==> src/core/loopback_pkg.sv <==
// package for the per-channel line loopback controller: register map,
// field positions, reset values, hold timing and the carrier types.
// assumes one channel per controller instance and a 40 MHz system clock.
package loopback_pkg;

  // ----------------------------------------------------------------
  // register map (byte addresses on the apb bus)
  // ----------------------------------------------------------------
  localparam logic [7:0] LOOP_CTRL_ADDR = 8'h00;
  localparam logic [7:0] PD_CFG_ADDR = 8'h04;
  localparam logic [7:0] STATUS_ADDR = 8'h08;

  // loop control register fields
  localparam int unsigned ANALOG_BIT = 0;
  localparam int unsigned REMOTE_BIT = 1;
  localparam int unsigned DIGITAL_BIT = 2;
  localparam int unsigned AUTO_BIT = 3;
  // pattern detect configuration register field
  localparam int unsigned PATTERN_DETECT_IN_TRANSMIT_BIT = 3;
  // status register fields
  localparam int unsigned ST_ANALOG_BIT = 0;
  localparam int unsigned ST_REMOTE_BIT = 1;
  localparam int unsigned ST_DIGITAL_BIT = 2;
  localparam int unsigned ST_DUAL_BIT = 3;
  localparam int unsigned ST_AUTO_BIT = 7;

  // reset values
  localparam logic [3:0] LOOP_CTRL_RESET = 4'h0;
  localparam logic PATTERN_DETECT_IN_TRANSMIT_RESET = 1'b0;
  localparam logic [27:0] HOLD_CNT_RESET = 28'h0000000;

  // ----------------------------------------------------------------
  // timing: in-band code must persist longer than the hold time
  // ----------------------------------------------------------------
  localparam int unsigned HOLD_TIME_MS = 5100;
  localparam int unsigned CLK_FREQ_KHZ = 40000;
  localparam int unsigned HOLD_CYCLES_DEF = HOLD_TIME_MS * CLK_FREQ_KHZ;
  localparam int unsigned HOLD_CNT_W = 28;

  // ----------------------------------------------------------------
  // types
  // ----------------------------------------------------------------
  typedef enum logic [1:0] {
    AUTO_IDLE = 2'b00,
    AUTO_ARM = 2'b01,
    AUTO_ACTIVE = 2'b10,
    AUTO_DISARM = 2'b11
  } auto_state_t;

  // diagnostic requests from the pattern generator and ais generator
  typedef struct packed {
    logic pattern_en;
    logic pattern_data;
    logic ais_req;
  } diag_req_t;

  // in-band loop code indications from the pattern detector
  typedef struct packed {
    logic activate;
    logic deactivate;
  } inband_loop_code_t;

  // routed data taps toward detectors
  typedef struct packed {
    logic rx_line_watch;
    logic rx_code_watch;
    logic tx_sys_watch;
  } detect_taps_t;

endpackage

==> src/core/line_loopback_control.sv <==
// line loopback controller for one t1/e1 line channel: analog, remote,
// digital and dual loopback, automatic entry from in-band loop codes,
// data steering and diagnostic priority, and an apb register slave.
// assumes all data and detector inputs come from logic on clk_sys_in,
// one bit per line clock enable handled upstream.
`timescale 1ns/1ps
`default_nettype none

module line_loopback_control
  import loopback_pkg::*;
#(
  parameter int unsigned HOLD_CYCLES = HOLD_CYCLES_DEF
) (
  // clock and reset
  input wire logic clk_sys_in,
  input wire logic rst_n_in,
  // apb slave
  input wire logic psel_in,
  input wire logic penable_in,
  input wire logic pwrite_in,
  input wire logic [7:0] paddr_in,
  input wire logic [31:0] pwdata_in,
  output logic [31:0] prdata_out,
  output logic pready_out,
  output logic pslverr_out,
  // receive side data
  input wire logic line_rx_data_in,
  input wire diag_req_t rx_diag_in,
  // transmit side data
  input wire logic sys_tx_data_in,
  input wire logic tja_tx_data_in,
  input wire diag_req_t tx_diag_in,
  // in-band loop code detector
  input wire inband_loop_code_t inband_loop_code_in,
  // steered data outputs
  output logic shaper_data_out,
  output logic decoder_data_out,
  output logic sys_rx_data_out,
  output detect_taps_t detect_taps_out,
  // loopback state toward the analog front end and clocking
  output logic analog_loop_enable_out,
  output logic transmit_clock_ignore_out,
  output logic pattern_detect_in_transmit_out,
  output logic auto_loop_active_status_out
);

  // ----------------------------------------------------------------
  // state
  // ----------------------------------------------------------------
  typedef struct packed {
    logic [3:0] loop_ctrl;
    logic pattern_detect_in_transmit;
    auto_state_t auto_state;
    logic auto_is_digital;
    logic [HOLD_CNT_W-1:0] hold_cnt;
    logic [31:0] prdata;
    logic pready;
    logic pslverr;
    logic shaper;
    logic decoder;
    logic sys_rx;
    detect_taps_t taps;
    logic analog;
    logic tclk_ignore;
    logic auto_status;
  } state_t;

  state_t s_q;
  state_t s_d;

  localparam logic [HOLD_CNT_W-1:0] HOLD_LAST = HOLD_CNT_W'(HOLD_CYCLES - 1);

  // ----------------------------------------------------------------
  // decoded loopback modes
  // ----------------------------------------------------------------
  logic analog_on;
  logic auto_on;
  logic auto_remote;
  logic auto_digital;
  logic digital_on;
  logic remote_on;
  logic dual_on;
  logic dual_auto;
  logic code_activate;
  logic code_deactivate;
  logic hold_done;

  // the control bits steer the modes straight away; only the
  // automatic entry and exit are delayed by the code hold timer
  always_comb begin
    analog_on = s_q.loop_ctrl[ANALOG_BIT];
    auto_on = (s_q.auto_state == AUTO_ACTIVE) || (s_q.auto_state == AUTO_DISARM);
    auto_remote = auto_on && !s_q.auto_is_digital;
    auto_digital = auto_on && s_q.auto_is_digital;
    // analog overrides the other two loops
    digital_on = !analog_on && (s_q.loop_ctrl[DIGITAL_BIT] || auto_digital);
    // automatic remote is shut out while the digital loop is closed,
    // since the detector sits inside that loop
    remote_on = !analog_on
      && (s_q.loop_ctrl[REMOTE_BIT] || (auto_remote && !digital_on));
    // dual needs manual remote; auto remote never pairs with digital
    dual_on = remote_on && digital_on && s_q.loop_ctrl[REMOTE_BIT];
    dual_auto = dual_on && !s_q.loop_ctrl[DIGITAL_BIT];
    code_activate = inband_loop_code_in.activate;
    code_deactivate = inband_loop_code_in.deactivate;
    hold_done = (s_q.hold_cnt == HOLD_LAST);
  end

  // ----------------------------------------------------------------
  // data steering and diagnostic priority
  // ----------------------------------------------------------------
  logic tx_line;
  logic rx_decoder_in;
  logic rx_to_sys;

  // transmit path toward the waveform shaper
  always_comb begin
    tx_line = tja_tx_data_in;
    if (dual_on && dual_auto) begin
      // ais and transmit pattern both off, remote data goes out
      tx_line = line_rx_data_in;
    end else if (dual_on) begin
      // remote looped data wins over the pattern, ais off
      tx_line = line_rx_data_in;
    end else if (remote_on) begin
      // pattern over looped data; transmit ais suppressed
      if (tx_diag_in.pattern_en) begin
        tx_line = tx_diag_in.pattern_data;
      end else begin
        tx_line = line_rx_data_in;
      end
    end else if (digital_on) begin
      // pattern, then transmit data; transmit ais suppressed
      if (tx_diag_in.pattern_en) begin
        tx_line = tx_diag_in.pattern_data;
      end else begin
        tx_line = tja_tx_data_in;
      end
    end else if (analog_on) begin
      // ais generation suppressed, transmit still drives the line
      if (tx_diag_in.pattern_en) begin
        tx_line = tx_diag_in.pattern_data;
      end else begin
        tx_line = tja_tx_data_in;
      end
    end else begin
      // no loop: pattern, then ais, then transmit jitter attenuator data
      if (tx_diag_in.pattern_en) begin
        tx_line = tx_diag_in.pattern_data;
      end else if (tx_diag_in.ais_req) begin
        tx_line = 1'b1;
      end else begin
        tx_line = tja_tx_data_in;
      end
    end
  end

  // receive path: what enters the decoder, and what goes to the system
  always_comb begin
    rx_decoder_in = line_rx_data_in;
    if (analog_on) begin
      // receiver hears our own transmit signal, line data dropped
      rx_decoder_in = tx_line;
    end else if (digital_on) begin
      // transmit jitter attenuator output replaces the line
      rx_decoder_in = tja_tx_data_in;
    end
    rx_to_sys = rx_decoder_in;
    if (rx_diag_in.pattern_en) begin
      // pattern outranks looped data and ais in every mode
      rx_to_sys = rx_diag_in.pattern_data;
    end else if (rx_diag_in.ais_req && !analog_on && !digital_on) begin
      // receive ais is off in analog, digital and dual loops
      rx_to_sys = 1'b1;
    end
  end

  // ----------------------------------------------------------------
  // apb access decode
  // ----------------------------------------------------------------
  logic setup_phase;
  logic write_now;
  logic [31:0] read_word;
  logic addr_ok;

  // reads return the block's live loop state alongside the control bits
  always_comb begin
    setup_phase = psel_in && !penable_in;
    write_now = psel_in && penable_in && s_q.pready && pwrite_in;
    read_word = 32'h00000000;
    addr_ok = 1'b1;
    if (paddr_in == LOOP_CTRL_ADDR) begin
      read_word[3:0] = s_q.loop_ctrl;
    end else if (paddr_in == PD_CFG_ADDR) begin
      read_word[PATTERN_DETECT_IN_TRANSMIT_BIT] = s_q.pattern_detect_in_transmit;
    end else if (paddr_in == STATUS_ADDR) begin
      read_word[ST_ANALOG_BIT] = analog_on;
      read_word[ST_REMOTE_BIT] = remote_on;
      read_word[ST_DIGITAL_BIT] = digital_on;
      read_word[ST_DUAL_BIT] = dual_on;
      read_word[ST_AUTO_BIT] = s_q.auto_status;
    end else begin
      addr_ok = 1'b0;
    end
  end

  // ----------------------------------------------------------------
  // next state
  // ----------------------------------------------------------------
  always_comb begin
    s_d = s_q;

    // apb: no wait states, answer staged in the setup cycle
    s_d.pready = setup_phase;
    if (setup_phase) begin
      s_d.prdata = pwrite_in ? 32'h00000000 : read_word;
      s_d.pslverr = !addr_ok;
    end else if (!psel_in || s_q.pready) begin
      s_d.prdata = 32'h00000000;
      s_d.pslverr = 1'b0;
    end
    if (write_now && paddr_in == LOOP_CTRL_ADDR) begin
      s_d.loop_ctrl = pwdata_in[3:0];
    end else if (write_now && paddr_in == PD_CFG_ADDR) begin
      // position changes during an automatic loop are the
      // software's to avoid; hardware keeps the latched kind
      s_d.pattern_detect_in_transmit = pwdata_in[PATTERN_DETECT_IN_TRANSMIT_BIT];
    end

    // automatic loop: hold timer over activate / deactivate codes
    case (s_q.auto_state)
      AUTO_IDLE: begin
        s_d.hold_cnt = HOLD_CNT_RESET;
        if (s_q.loop_ctrl[AUTO_BIT] && code_activate) begin
          s_d.auto_state = AUTO_ARM;
        end
      end
      AUTO_ARM: begin
        // code must hold unbroken for the whole hold time
        if (!s_q.loop_ctrl[AUTO_BIT] || !code_activate) begin
          s_d.auto_state = AUTO_IDLE;
          s_d.hold_cnt = HOLD_CNT_RESET;
        end else if (hold_done) begin
          s_d.auto_state = AUTO_ACTIVE;
          s_d.auto_is_digital = s_q.pattern_detect_in_transmit;
          s_d.hold_cnt = HOLD_CNT_RESET;
        end else begin
          s_d.hold_cnt = s_q.hold_cnt + HOLD_CNT_W'(1);
        end
      end
      AUTO_ACTIVE: begin
        s_d.hold_cnt = HOLD_CNT_RESET;
        if (!s_q.loop_ctrl[AUTO_BIT]) begin
          s_d.auto_state = AUTO_IDLE;
        end else if (code_deactivate) begin
          s_d.auto_state = AUTO_DISARM;
        end
      end
      AUTO_DISARM: begin
        if (!s_q.loop_ctrl[AUTO_BIT]) begin
          s_d.auto_state = AUTO_IDLE;
          s_d.hold_cnt = HOLD_CNT_RESET;
        end else if (!code_deactivate) begin
          s_d.auto_state = AUTO_ACTIVE;
          s_d.hold_cnt = HOLD_CNT_RESET;
        end else if (hold_done) begin
          s_d.auto_state = AUTO_IDLE;
          s_d.hold_cnt = HOLD_CNT_RESET;
        end else begin
          s_d.hold_cnt = s_q.hold_cnt + HOLD_CNT_W'(1);
        end
      end
      default: begin
        s_d.auto_state = AUTO_IDLE;
        s_d.hold_cnt = HOLD_CNT_RESET;
      end
    endcase
    // an automatic remote loop cannot stand while digital loop holds;
    // the next state is tested so that an entry refused on the very
    // edge it would happen never shows up on the status bit
    if ((s_d.auto_state == AUTO_ACTIVE || s_d.auto_state == AUTO_DISARM)
      && !s_d.auto_is_digital && digital_on) begin
      s_d.auto_state = AUTO_IDLE;
      s_d.hold_cnt = HOLD_CNT_RESET;
    end

    // registered outputs, one clock behind the selects
    s_d.shaper = tx_line;
    s_d.decoder = rx_decoder_in;
    // in a dual loop rx_to_sys already carries the digitally looped data
    s_d.sys_rx = rx_to_sys;
    // line loss / ais detectors watch the receiver input pins, or the looped transmit data in analog loop
    s_d.taps.rx_line_watch = analog_on ? tx_line : line_rx_data_in;
    // violation, zero and pattern detectors see decoder input
    s_d.taps.rx_code_watch = rx_decoder_in;
    // transmit detectors always see the system input
    s_d.taps.tx_sys_watch = sys_tx_data_in;
    s_d.analog = analog_on;
    s_d.tclk_ignore = remote_on;
    s_d.auto_status = (s_d.auto_state == AUTO_ACTIVE)
      || (s_d.auto_state == AUTO_DISARM);
  end

  // ----------------------------------------------------------------
  // state register
  // ----------------------------------------------------------------
  // every field takes a constant under reset
  always_ff @(posedge clk_sys_in or negedge rst_n_in) begin
    if (!rst_n_in) begin
      s_q.loop_ctrl <= LOOP_CTRL_RESET;
      s_q.pattern_detect_in_transmit <= PATTERN_DETECT_IN_TRANSMIT_RESET;
      s_q.auto_state <= AUTO_IDLE;
      s_q.auto_is_digital <= 1'b0;
      s_q.hold_cnt <= HOLD_CNT_RESET;
      s_q.prdata <= 32'h00000000;
      s_q.pready <= 1'b0;
      s_q.pslverr <= 1'b0;
      s_q.shaper <= 1'b0;
      s_q.decoder <= 1'b0;
      s_q.sys_rx <= 1'b0;
      s_q.taps <= '0;
      s_q.analog <= 1'b0;
      s_q.tclk_ignore <= 1'b0;
      s_q.auto_status <= 1'b0;
    end else begin
      s_q <= s_d;
    end
  end

  // ----------------------------------------------------------------
  // outputs, all straight from the state register
  // ----------------------------------------------------------------
  // one instance serves one channel; replicate per line channel
  assign prdata_out = s_q.prdata;
  assign pready_out = s_q.pready;
  assign pslverr_out = s_q.pslverr;
  assign shaper_data_out = s_q.shaper;
  assign decoder_data_out = s_q.decoder;
  assign sys_rx_data_out = s_q.sys_rx;
  assign detect_taps_out = s_q.taps;
  assign analog_loop_enable_out = s_q.analog;
  assign transmit_clock_ignore_out = s_q.tclk_ignore;
  assign pattern_detect_in_transmit_out = s_q.pattern_detect_in_transmit;
  assign auto_loop_active_status_out = s_q.auto_status;

endmodule

`default_nettype wire

==> config.mk <==
export PLATFORM = sky130hd
export DESIGN_NAME = line_loopback_control
export DESIGN_NICKNAME = d
export VERILOG_FILES = /design/src/core/loopback_pkg.sv /design/src/core/line_loopback_control.sv
export SDC_FILE = /design/constraint.sdc
export NUM_CORES = 1
export LEC_CHECK = 0
export ABC_AREA = 1
export BUFFER_PORTS_ARGS = -buffer_cell sky130_fd_sc_hd__buf_4
export CORE_MARGIN = 3
export CORE_UTILIZATION = 52
export CTS_BUF_LIST = sky130_fd_sc_hd__clkbuf_16
export CTS_CLUSTER_DIAMETER = 80
export DETAILED_ROUTE_END_ITERATION = 8
export PLACE_DENSITY = 0.81
export SYNTH_ARGS = -nofsm -noshare
export SYNTH_HDL_FRONTEND = slang
export SYNTH_SLANG_ARGS = --single-unit
export TNS_END_PERCENT = 20
==> constraint.sdc <==
create_clock -name clk_sys_in -period 1.9 [get_ports clk_sys_in]
set_input_delay 0.38 -clock clk_sys_in [delete_from_list [all_inputs] [get_ports clk_sys_in]]
set_output_delay 0.38 -clock clk_sys_in [all_outputs]
set_load 0.02 [all_outputs]
==> results of run 1 <==
-- through the flow --
step                      utilization (%)  setup slack, ns  instances  total power, mW  hold slack, ns
after floorplan                         -           0.2105        419            1.236         0.08441
after global placement              61.05           0.1481        506            1.275          0.4269
after detailed placement            61.05          0.09025        506            1.281          0.4372
after CTS                           63.44          0.06452        514            2.128          0.1289
after global routing                64.05         0.002609        516            2.193          0.1519
final                               64.05           0.1299        516            2.097          0.1002
-- worst max-delay path, stage by stage, from the launching register on --
cell,delay (ns)
dfrtp_1,0.38
ha_1,0.23
nand3_2,0.11
inv_2,0.05
nand2_4,0.09
inv_2,0.04
nand4_1,0.12
nand2_1,0.08
nand2_2,0.10
nand3_4,0.11
nand2_8,0.13
buf_12,0.17
nor2_4,0.04
-- power breakdown --
group | internal [mW] | switching [mW]
registers | 1.08 | 0.00491
logic | 0.0605 | 0.119
clock network | 0.476 | 0.361
-- final timing paths --
check	from	endpoint	slack, ns	cells past startpoint
worst min register to register	analog_on$_DFFE_PN0P_	analog_loop_enable_out$_DFF_PN0_	0.45	0
worst min-delay path	rst_n_in	prdata_out[7]$_DFFE_PN0P_	0.10	1
worst max-delay path	s_q[43]$_DFF_PN0_	s_q[64]$_DFF_PN0_	0.13	12
max in group asynchronous	rst_n_in	s_q[66]$_DFF_PN0_	1.38	1
min in group clk_sys_in	sys_tx_data_in	detect_taps_out[0]$_DFF_PN0_	0.20	1
worst max register to register	s_q[43]$_DFF_PN0_	s_q[64]$_DFF_PN0_	0.13	12
-- Yosys cell counts (2+ instances only) --
library cell	count	area, sq um
a21o_1	2	15.01
a21oi_1	9	45.04
a31oi_1	2	12.51
buf_12	2	40.04
buf_4	36	270.3
dfrtp_1	50	1251
inv_1	42	157.7
inv_2	3	11.26
nand2_1	75	281.5
nand2_2	3	18.77
nand3_1	16	80.08
nand3_2	3	30.03
nand4_1	10	62.56
nor2_1	51	191.4
nor2_2	6	37.54
nor2_4	22	247.7
nor3_1	8	40.04
nor4_1	2	12.51
o21ai_0	13	65.06
o31ai_1	3	22.52
xnor2_1	8	70.07
xor2_1	14	122.6
-- final cells by class --
| class | count | area [sq um] |
|---|---|---|
| clock buffers | 5 | 125.1 |
| flip-flops and latches | 50 | 1251 |
| fillers | 503 | 2064 |
| inverters | 46 | 172.7 |
| clock inverters | 3 | 12.51 |
| repair buffers | 55 | 437.9 |
| well taps | 72 | 90.09 |
| multi-input cells | 285 | 1589 |
-- flip-flops by register name, summed over array words and instances (netlist names) --
name	cells
pslverr_out	1
detect_taps_out	3
prdata_out	5
pready_out	1
shaper_data_out	1
analog_on	1
s_q	34
sys_rx_data_out	1
analog_loop_enable_out	1
transmit_clock_ignore_out	1
pattern_detect_in_transmit_out	1
-- logic make-up (layout without fill, tap and decap cells) --
logic type / count (synthesis) / in the layout / share of synthesized area, %
AND/OR/NAND/NOR: 204 / 204 / 33.96
buffers and inverters: 84 / 109 / 15.07
flip-flops: 50 / 50 / 39.03
AO/OA/AOI/OAI: 31 / 31 / 5.425
XOR/XNOR: 22 / 22 / 6.011
adder cells (fa/ha/maj): 1 / 1 / 0.3903
other: 1 / 27 / 0.1170
-- layer usage --
layer	GRT usage, %	vias up	routed length, um	part of all wire [%]
met3	5.005	10	335	5.3
met2	31.17	59	3234	51
met5	0	-	0	0
met4	5.180	0	99	1.6
met1	22.93	1167	2710	42
li1	-	1279	-	-
-- timing repair --
action / CTS / global route
buffers inserted: 0 / 2
resized for setup: 0 / 4
setup endpoints to repair: 0 / 18
==> out/qor.txt, run 1 <==
RSZ-0062 raised after global routing: no
Ant. Diodes: 0
DP HPWL: 4942 um
DRC viols: 0
Initial antenna violation count: 0
First-pass GRT wire length: 10,570 um
Final Wtd Congestion: 0.8979
Post-synth design cell area: 3206 sq um
Vias per cell: 4.874
CTS sink cnt: 50
Most frequent cells in the layout: 74 x nand2_1, 53 x buf_4, 51 x nor2_1
Layout cells sized above 1: 24.10%
Fmax: 564.9 MHz
Starting density of the core: 55.82%
Layout Skew: 0.006555 ns
CTS tree: built
Leakage power: 1.708 nW
Async set or reset register ratio after synthesis: 100.0%
Port Buffers: 44
Number of flops mapped to enable cells by yosys: 0
Clk buf depth: 2
Status: finished clean
Post-route ant nets: 0
Skew-Pair Late Insertion Delay: 0.29 ns
Pwr dens: 570.1 nW/um^2
Worst Path Required: 2.07 ns
Slew @ Worst Pin: 0.6141 ns
Die width: 84.52 um
Max VDD drop: 0.3873 mV
Placed standard-cell area: 3506 sq um
Total Routed Length: 6379 um
Final setup fails: 0
Synth unique cells: 35
Die Ht: 84.52 um
Synth Register Bits: 50
Fin. max-slew vios: 0
Final hold violation count: 0
Critical Path Source Type: flip-flop
DRT iter0 DRCs: 142
Avg Inst Size Synth: 8.157 sq um
Die Area: 7143 sq um
Sequential-to-total area share from yosys stat: 39.03%
IO Pins: 100
Worst Path Arrival: 1.94 ns
Max cap viols: 0
Router iterations before antenna repair: 4
Cts bufs inserted: 5
Clock slew at reported path FFs: 0.06 ns
Area growth syn-to-layout: 14.75%
Wire length per cell: 12.36 um
Crit path time final: 1.770 ns
Hold Crit Class: input port to async pin
Commonest non-fill, non-tap cell in the layout: nand2_1
Rel. slew slack: 59.06%
Top_reg_cell synth: dfrtp_1
Core ar.: 5743 sq um
Num rows: 27
Fin area: 3679 sq um
Hold Buf Count CTS: 0
Synthesized instance count: 393
Largest net degree at the start of global routing: 51
Final worst path period share: 93.16%
Total Neg Setup Slack: 0 ns
Yosys warns: 0
Crit path capture type: flip-flop
CTS root buffer: clkbuf_16
Via count: 2,515
GRT Residual Overflow: 0
WS Path Type: flip-flop to flip-flop
Layout Nets: 500
Vias in the first global route: 2,352
H-tree Lvls: 2
Crit-path max FO: 9
Total global-route track usage: 18.36%
Power figures use the tool's default switching activity.
==> run 2, diff against run 1 <==
CTS_BUF_LIST = default   (was sky130_fd_sc_hd__clkbuf_16)
CTS_CLUSTER_DIAMETER = 100   (was 80)
==> run 2 against run 1 <==
  * Cell area fell by 0.99%
  * Critical path type unchanged
  * Sequential power barely moved
  * Register-to-register slack improved by 0.02 ns
  * Critical endpoint unchanged
  * Fmax rose by 0.97%
  * Global-route usage fell by 0.10 points
  * First-iteration DRC count fell by 9.9%
  * Clock skew rose by 0.0012 ns
  * Via count barely moved
  * Combinational power barely moved
  * Clock power fell by 25%
  * Sequential share of layout area rose by 0.34 points
  * Utilization fell by 0.63 points
==> out/qor.txt, run 2 (synthesis results as in run 1) <==
Cts bufs inserted: 5 (unchanged)
CTS tree: built
Clk buf depth: 2 (unchanged)
Max incr delay on CP: 0.38 ns (about the same)
Ant. Diodes: 0 (unchanged)
Layout cells sized above 1: 24.72% (+0.62 points)
First-pass GRT wire length: 10,610 um (+0.33%)
Final worst path period share: 92.27% (-0.89 points)
Max VDD drop: 0.3205 mV (-17%)
Initial antenna violation count: 0 (unchanged)
Core ar.: 5743 sq um (unchanged)
Crit path capture type: flip-flop
Final Wtd Congestion: 0.8979 (unchanged)
Num rows: 27 (unchanged)
Rel. slew slack: 58.58% (-0.49 points)
Critical-path cell list: ha_2 -> nand3_2 -> inv_2 -> nand2_4 -> inv_2 -> nand4_1 -> nand2_2 -> nand3_4 -> nand2_8 -> buf_12 -> nor2_4
Crit path time final: 1.753 ns (-0.01692 ns)
CP max stage cell: dfrtp_1
RSZ-0062 raised after global routing: no
Clock slew at reported path FFs: 0.08 ns (+0.02 ns)
Skew-Pair Late Insertion Delay: 0.30 ns (about the same)
Layout Skew: 0.007783 ns (+0.001228 ns)
Leakage power: 1.685 nW (-1.4%)
Worst Path Required: 2.09 ns (+0.02 ns)
Total Neg Setup Slack: 0 ns (unchanged)
Final core utilization: 63.42% (-0.63 points)
Reg2reg setup slack: 0.15 ns (+0.02 ns)
Final setup fails: 0 (unchanged)
Inst Count DP: 506 (unchanged)
Die width: 84.52 um (unchanged)
DP HPWL: 4942 um (unchanged)
Wire length per cell: 12.36 um (about the same)
Finished Layout Cells: 517 (+0.19%)
Final hold violation count: 0 (unchanged)
Post-route ant nets: 0 (unchanged)
Max cap viols: 0 (unchanged)
Hold Crit Class: input port to async pin
Critical Path Source Type: flip-flop
Via count: 2,514 (-0.040%)
Fmax: 570.4 MHz (+0.97%)
DRC viols: 0 (unchanged)
Placed standard-cell area: 3506 sq um (unchanged)
Total Routed Length: 6388 um (+0.14%)
CTS root buffer: clkbuf_8
GRT Residual Overflow: 0 (unchanged)
Worst setup margin: 0.1468 ns (+0.01692 ns)
Fin area: 3642 sq um (-0.99%)
Max FFs per register: 34 (unchanged)
Router iterations before antenna repair: 4 (unchanged)
Largest net degree at the start of global routing: 51 (unchanged)
Biggest register: s_q
Crit-path max FO: 9 (unchanged)
Pwr dens: 517.8 nW/um^2 (-9.2%)
Commonest non-fill, non-tap cell in the layout: nand2_1
Vias per cell: 4.863 (-0.23%)
Fin. max-slew vios: 0 (unchanged)
Worst reg2reg endpoint: s_q[64]$_DFF_PN0_
Vias in the first global route: 2,382 (+1.3%)
Post-Place Worst Slack: 0.09025 ns (unchanged)
Area growth syn-to-layout: 13.62%
Total global-route track usage: 18.26% (-0.10 points)
WS Path Type: flip-flop to flip-flop
CTS sink cnt: 50 (unchanged)
Port Buffers: 44 (unchanged)
H-tree Lvls: 2 (unchanged)
Most frequent cells in the layout: 74 x nand2_1, 54 x buf_4, 51 x nor2_1
Die Area: 7143 sq um (unchanged)
Status: finished clean
R2R depth: 11 (-1)
Worst Path Arrival: 1.94 ns (about the same)
Reg-to-reg startpoint: s_q[44]$_DFF_PN0_
Slew @ Worst Pin: 0.6214 ns (+0.007295 ns)
Die Ht: 84.52 um (unchanged)
IO Pins: 100 (unchanged)
Layout Nets: 501 (+0.20%)
DRT iter0 DRCs: 128 (-9.9%)
Starting density of the core: 55.82% (unchanged)
Critical Path Most Common Cell: inv_2
run 2: layout make-up:
class,count,area (sq um)
fill,506,2101
multi-input combinational,285,1592
sequential,50,1251
timing repair buffer,56,445.4
inverter,46,172.7
tap,72,90.09
clock buffer,7,86.33
clock inverter,1,5.005
run 2: repair_timing:
| item | 4_1_cts | 5_1_grt |
|---|---|---|
| resized for setup | 0 | 5 |
| hold buffers | 0 | 0 |
| endpoints found under the setup margin | 0 | 18 |
| setup buffers | 0 | 3 |
run 2: how the worst max path moves through the flow:
stage                                  from           endpoint  slack [ns]  depth (start not counted)
after floorplan           s_q[43]$_DFF_PN0_  s_q[51]$_DFF_PN0_        0.21                         11
after global placement    s_q[44]$_DFF_PN0_  s_q[56]$_DFF_PN0_        0.15                         11
after detailed placement  s_q[44]$_DFF_PN0_  s_q[64]$_DFF_PN0_        0.09                         11
after CTS                 s_q[44]$_DFF_PN0_  s_q[64]$_DFF_PN0_        0.07                         11
after global routing      s_q[44]$_DFF_PN0_  s_q[63]$_DFF_PN0_        0.01                          9
final                     s_q[44]$_DFF_PN0_  s_q[64]$_DFF_PN0_        0.15                         11
run 2: critical path: cells and delay by family, from the launching register on:
| family | cells | cell delay (ns) |
|---|---|---|
| buffers and inverters | 3 | 0.32 |
| and+or+nand+nor | 7 | 0.74 |
| DFF | 1 | 0.38 |
| adders and majority gates | 1 | 0.19 |
run 2: through the flow:
| stage | hold slack [ns] | power, mW |
|---|---|---|
| floorplan | 0.08441 | 1.236 |
| global placement | 0.4269 | 1.275 |
| detailed placement | 0.4372 | 1.281 |
| CTS | 0.1108 | 1.911 |
| global route | 0.1220 | 1.979 |
| finish | 0.09196 | 1.886 |
run 2: power by group:
group	total (mW)	internal, mW	switching (mW)	leakage (nW)
Sequential	1.08	1.07	0.00487	0.660
Clock	0.628	0.294	0.333	0.0482
Combinational	0.179	0.0605	0.119	0.976
Total	1.89	1.43	0.457	1.68
run 2: metal layers:
layer	GRT usage [%]	wire length (um)	vias up	part of all wire, %
met5	0	0	-	0
met4	5.324	87	0	1.4
met3	4.514	324	11	5.1
met2	31.17	3264	63	51
met1	22.87	2711	1167	42
li1	-	-	1273	-
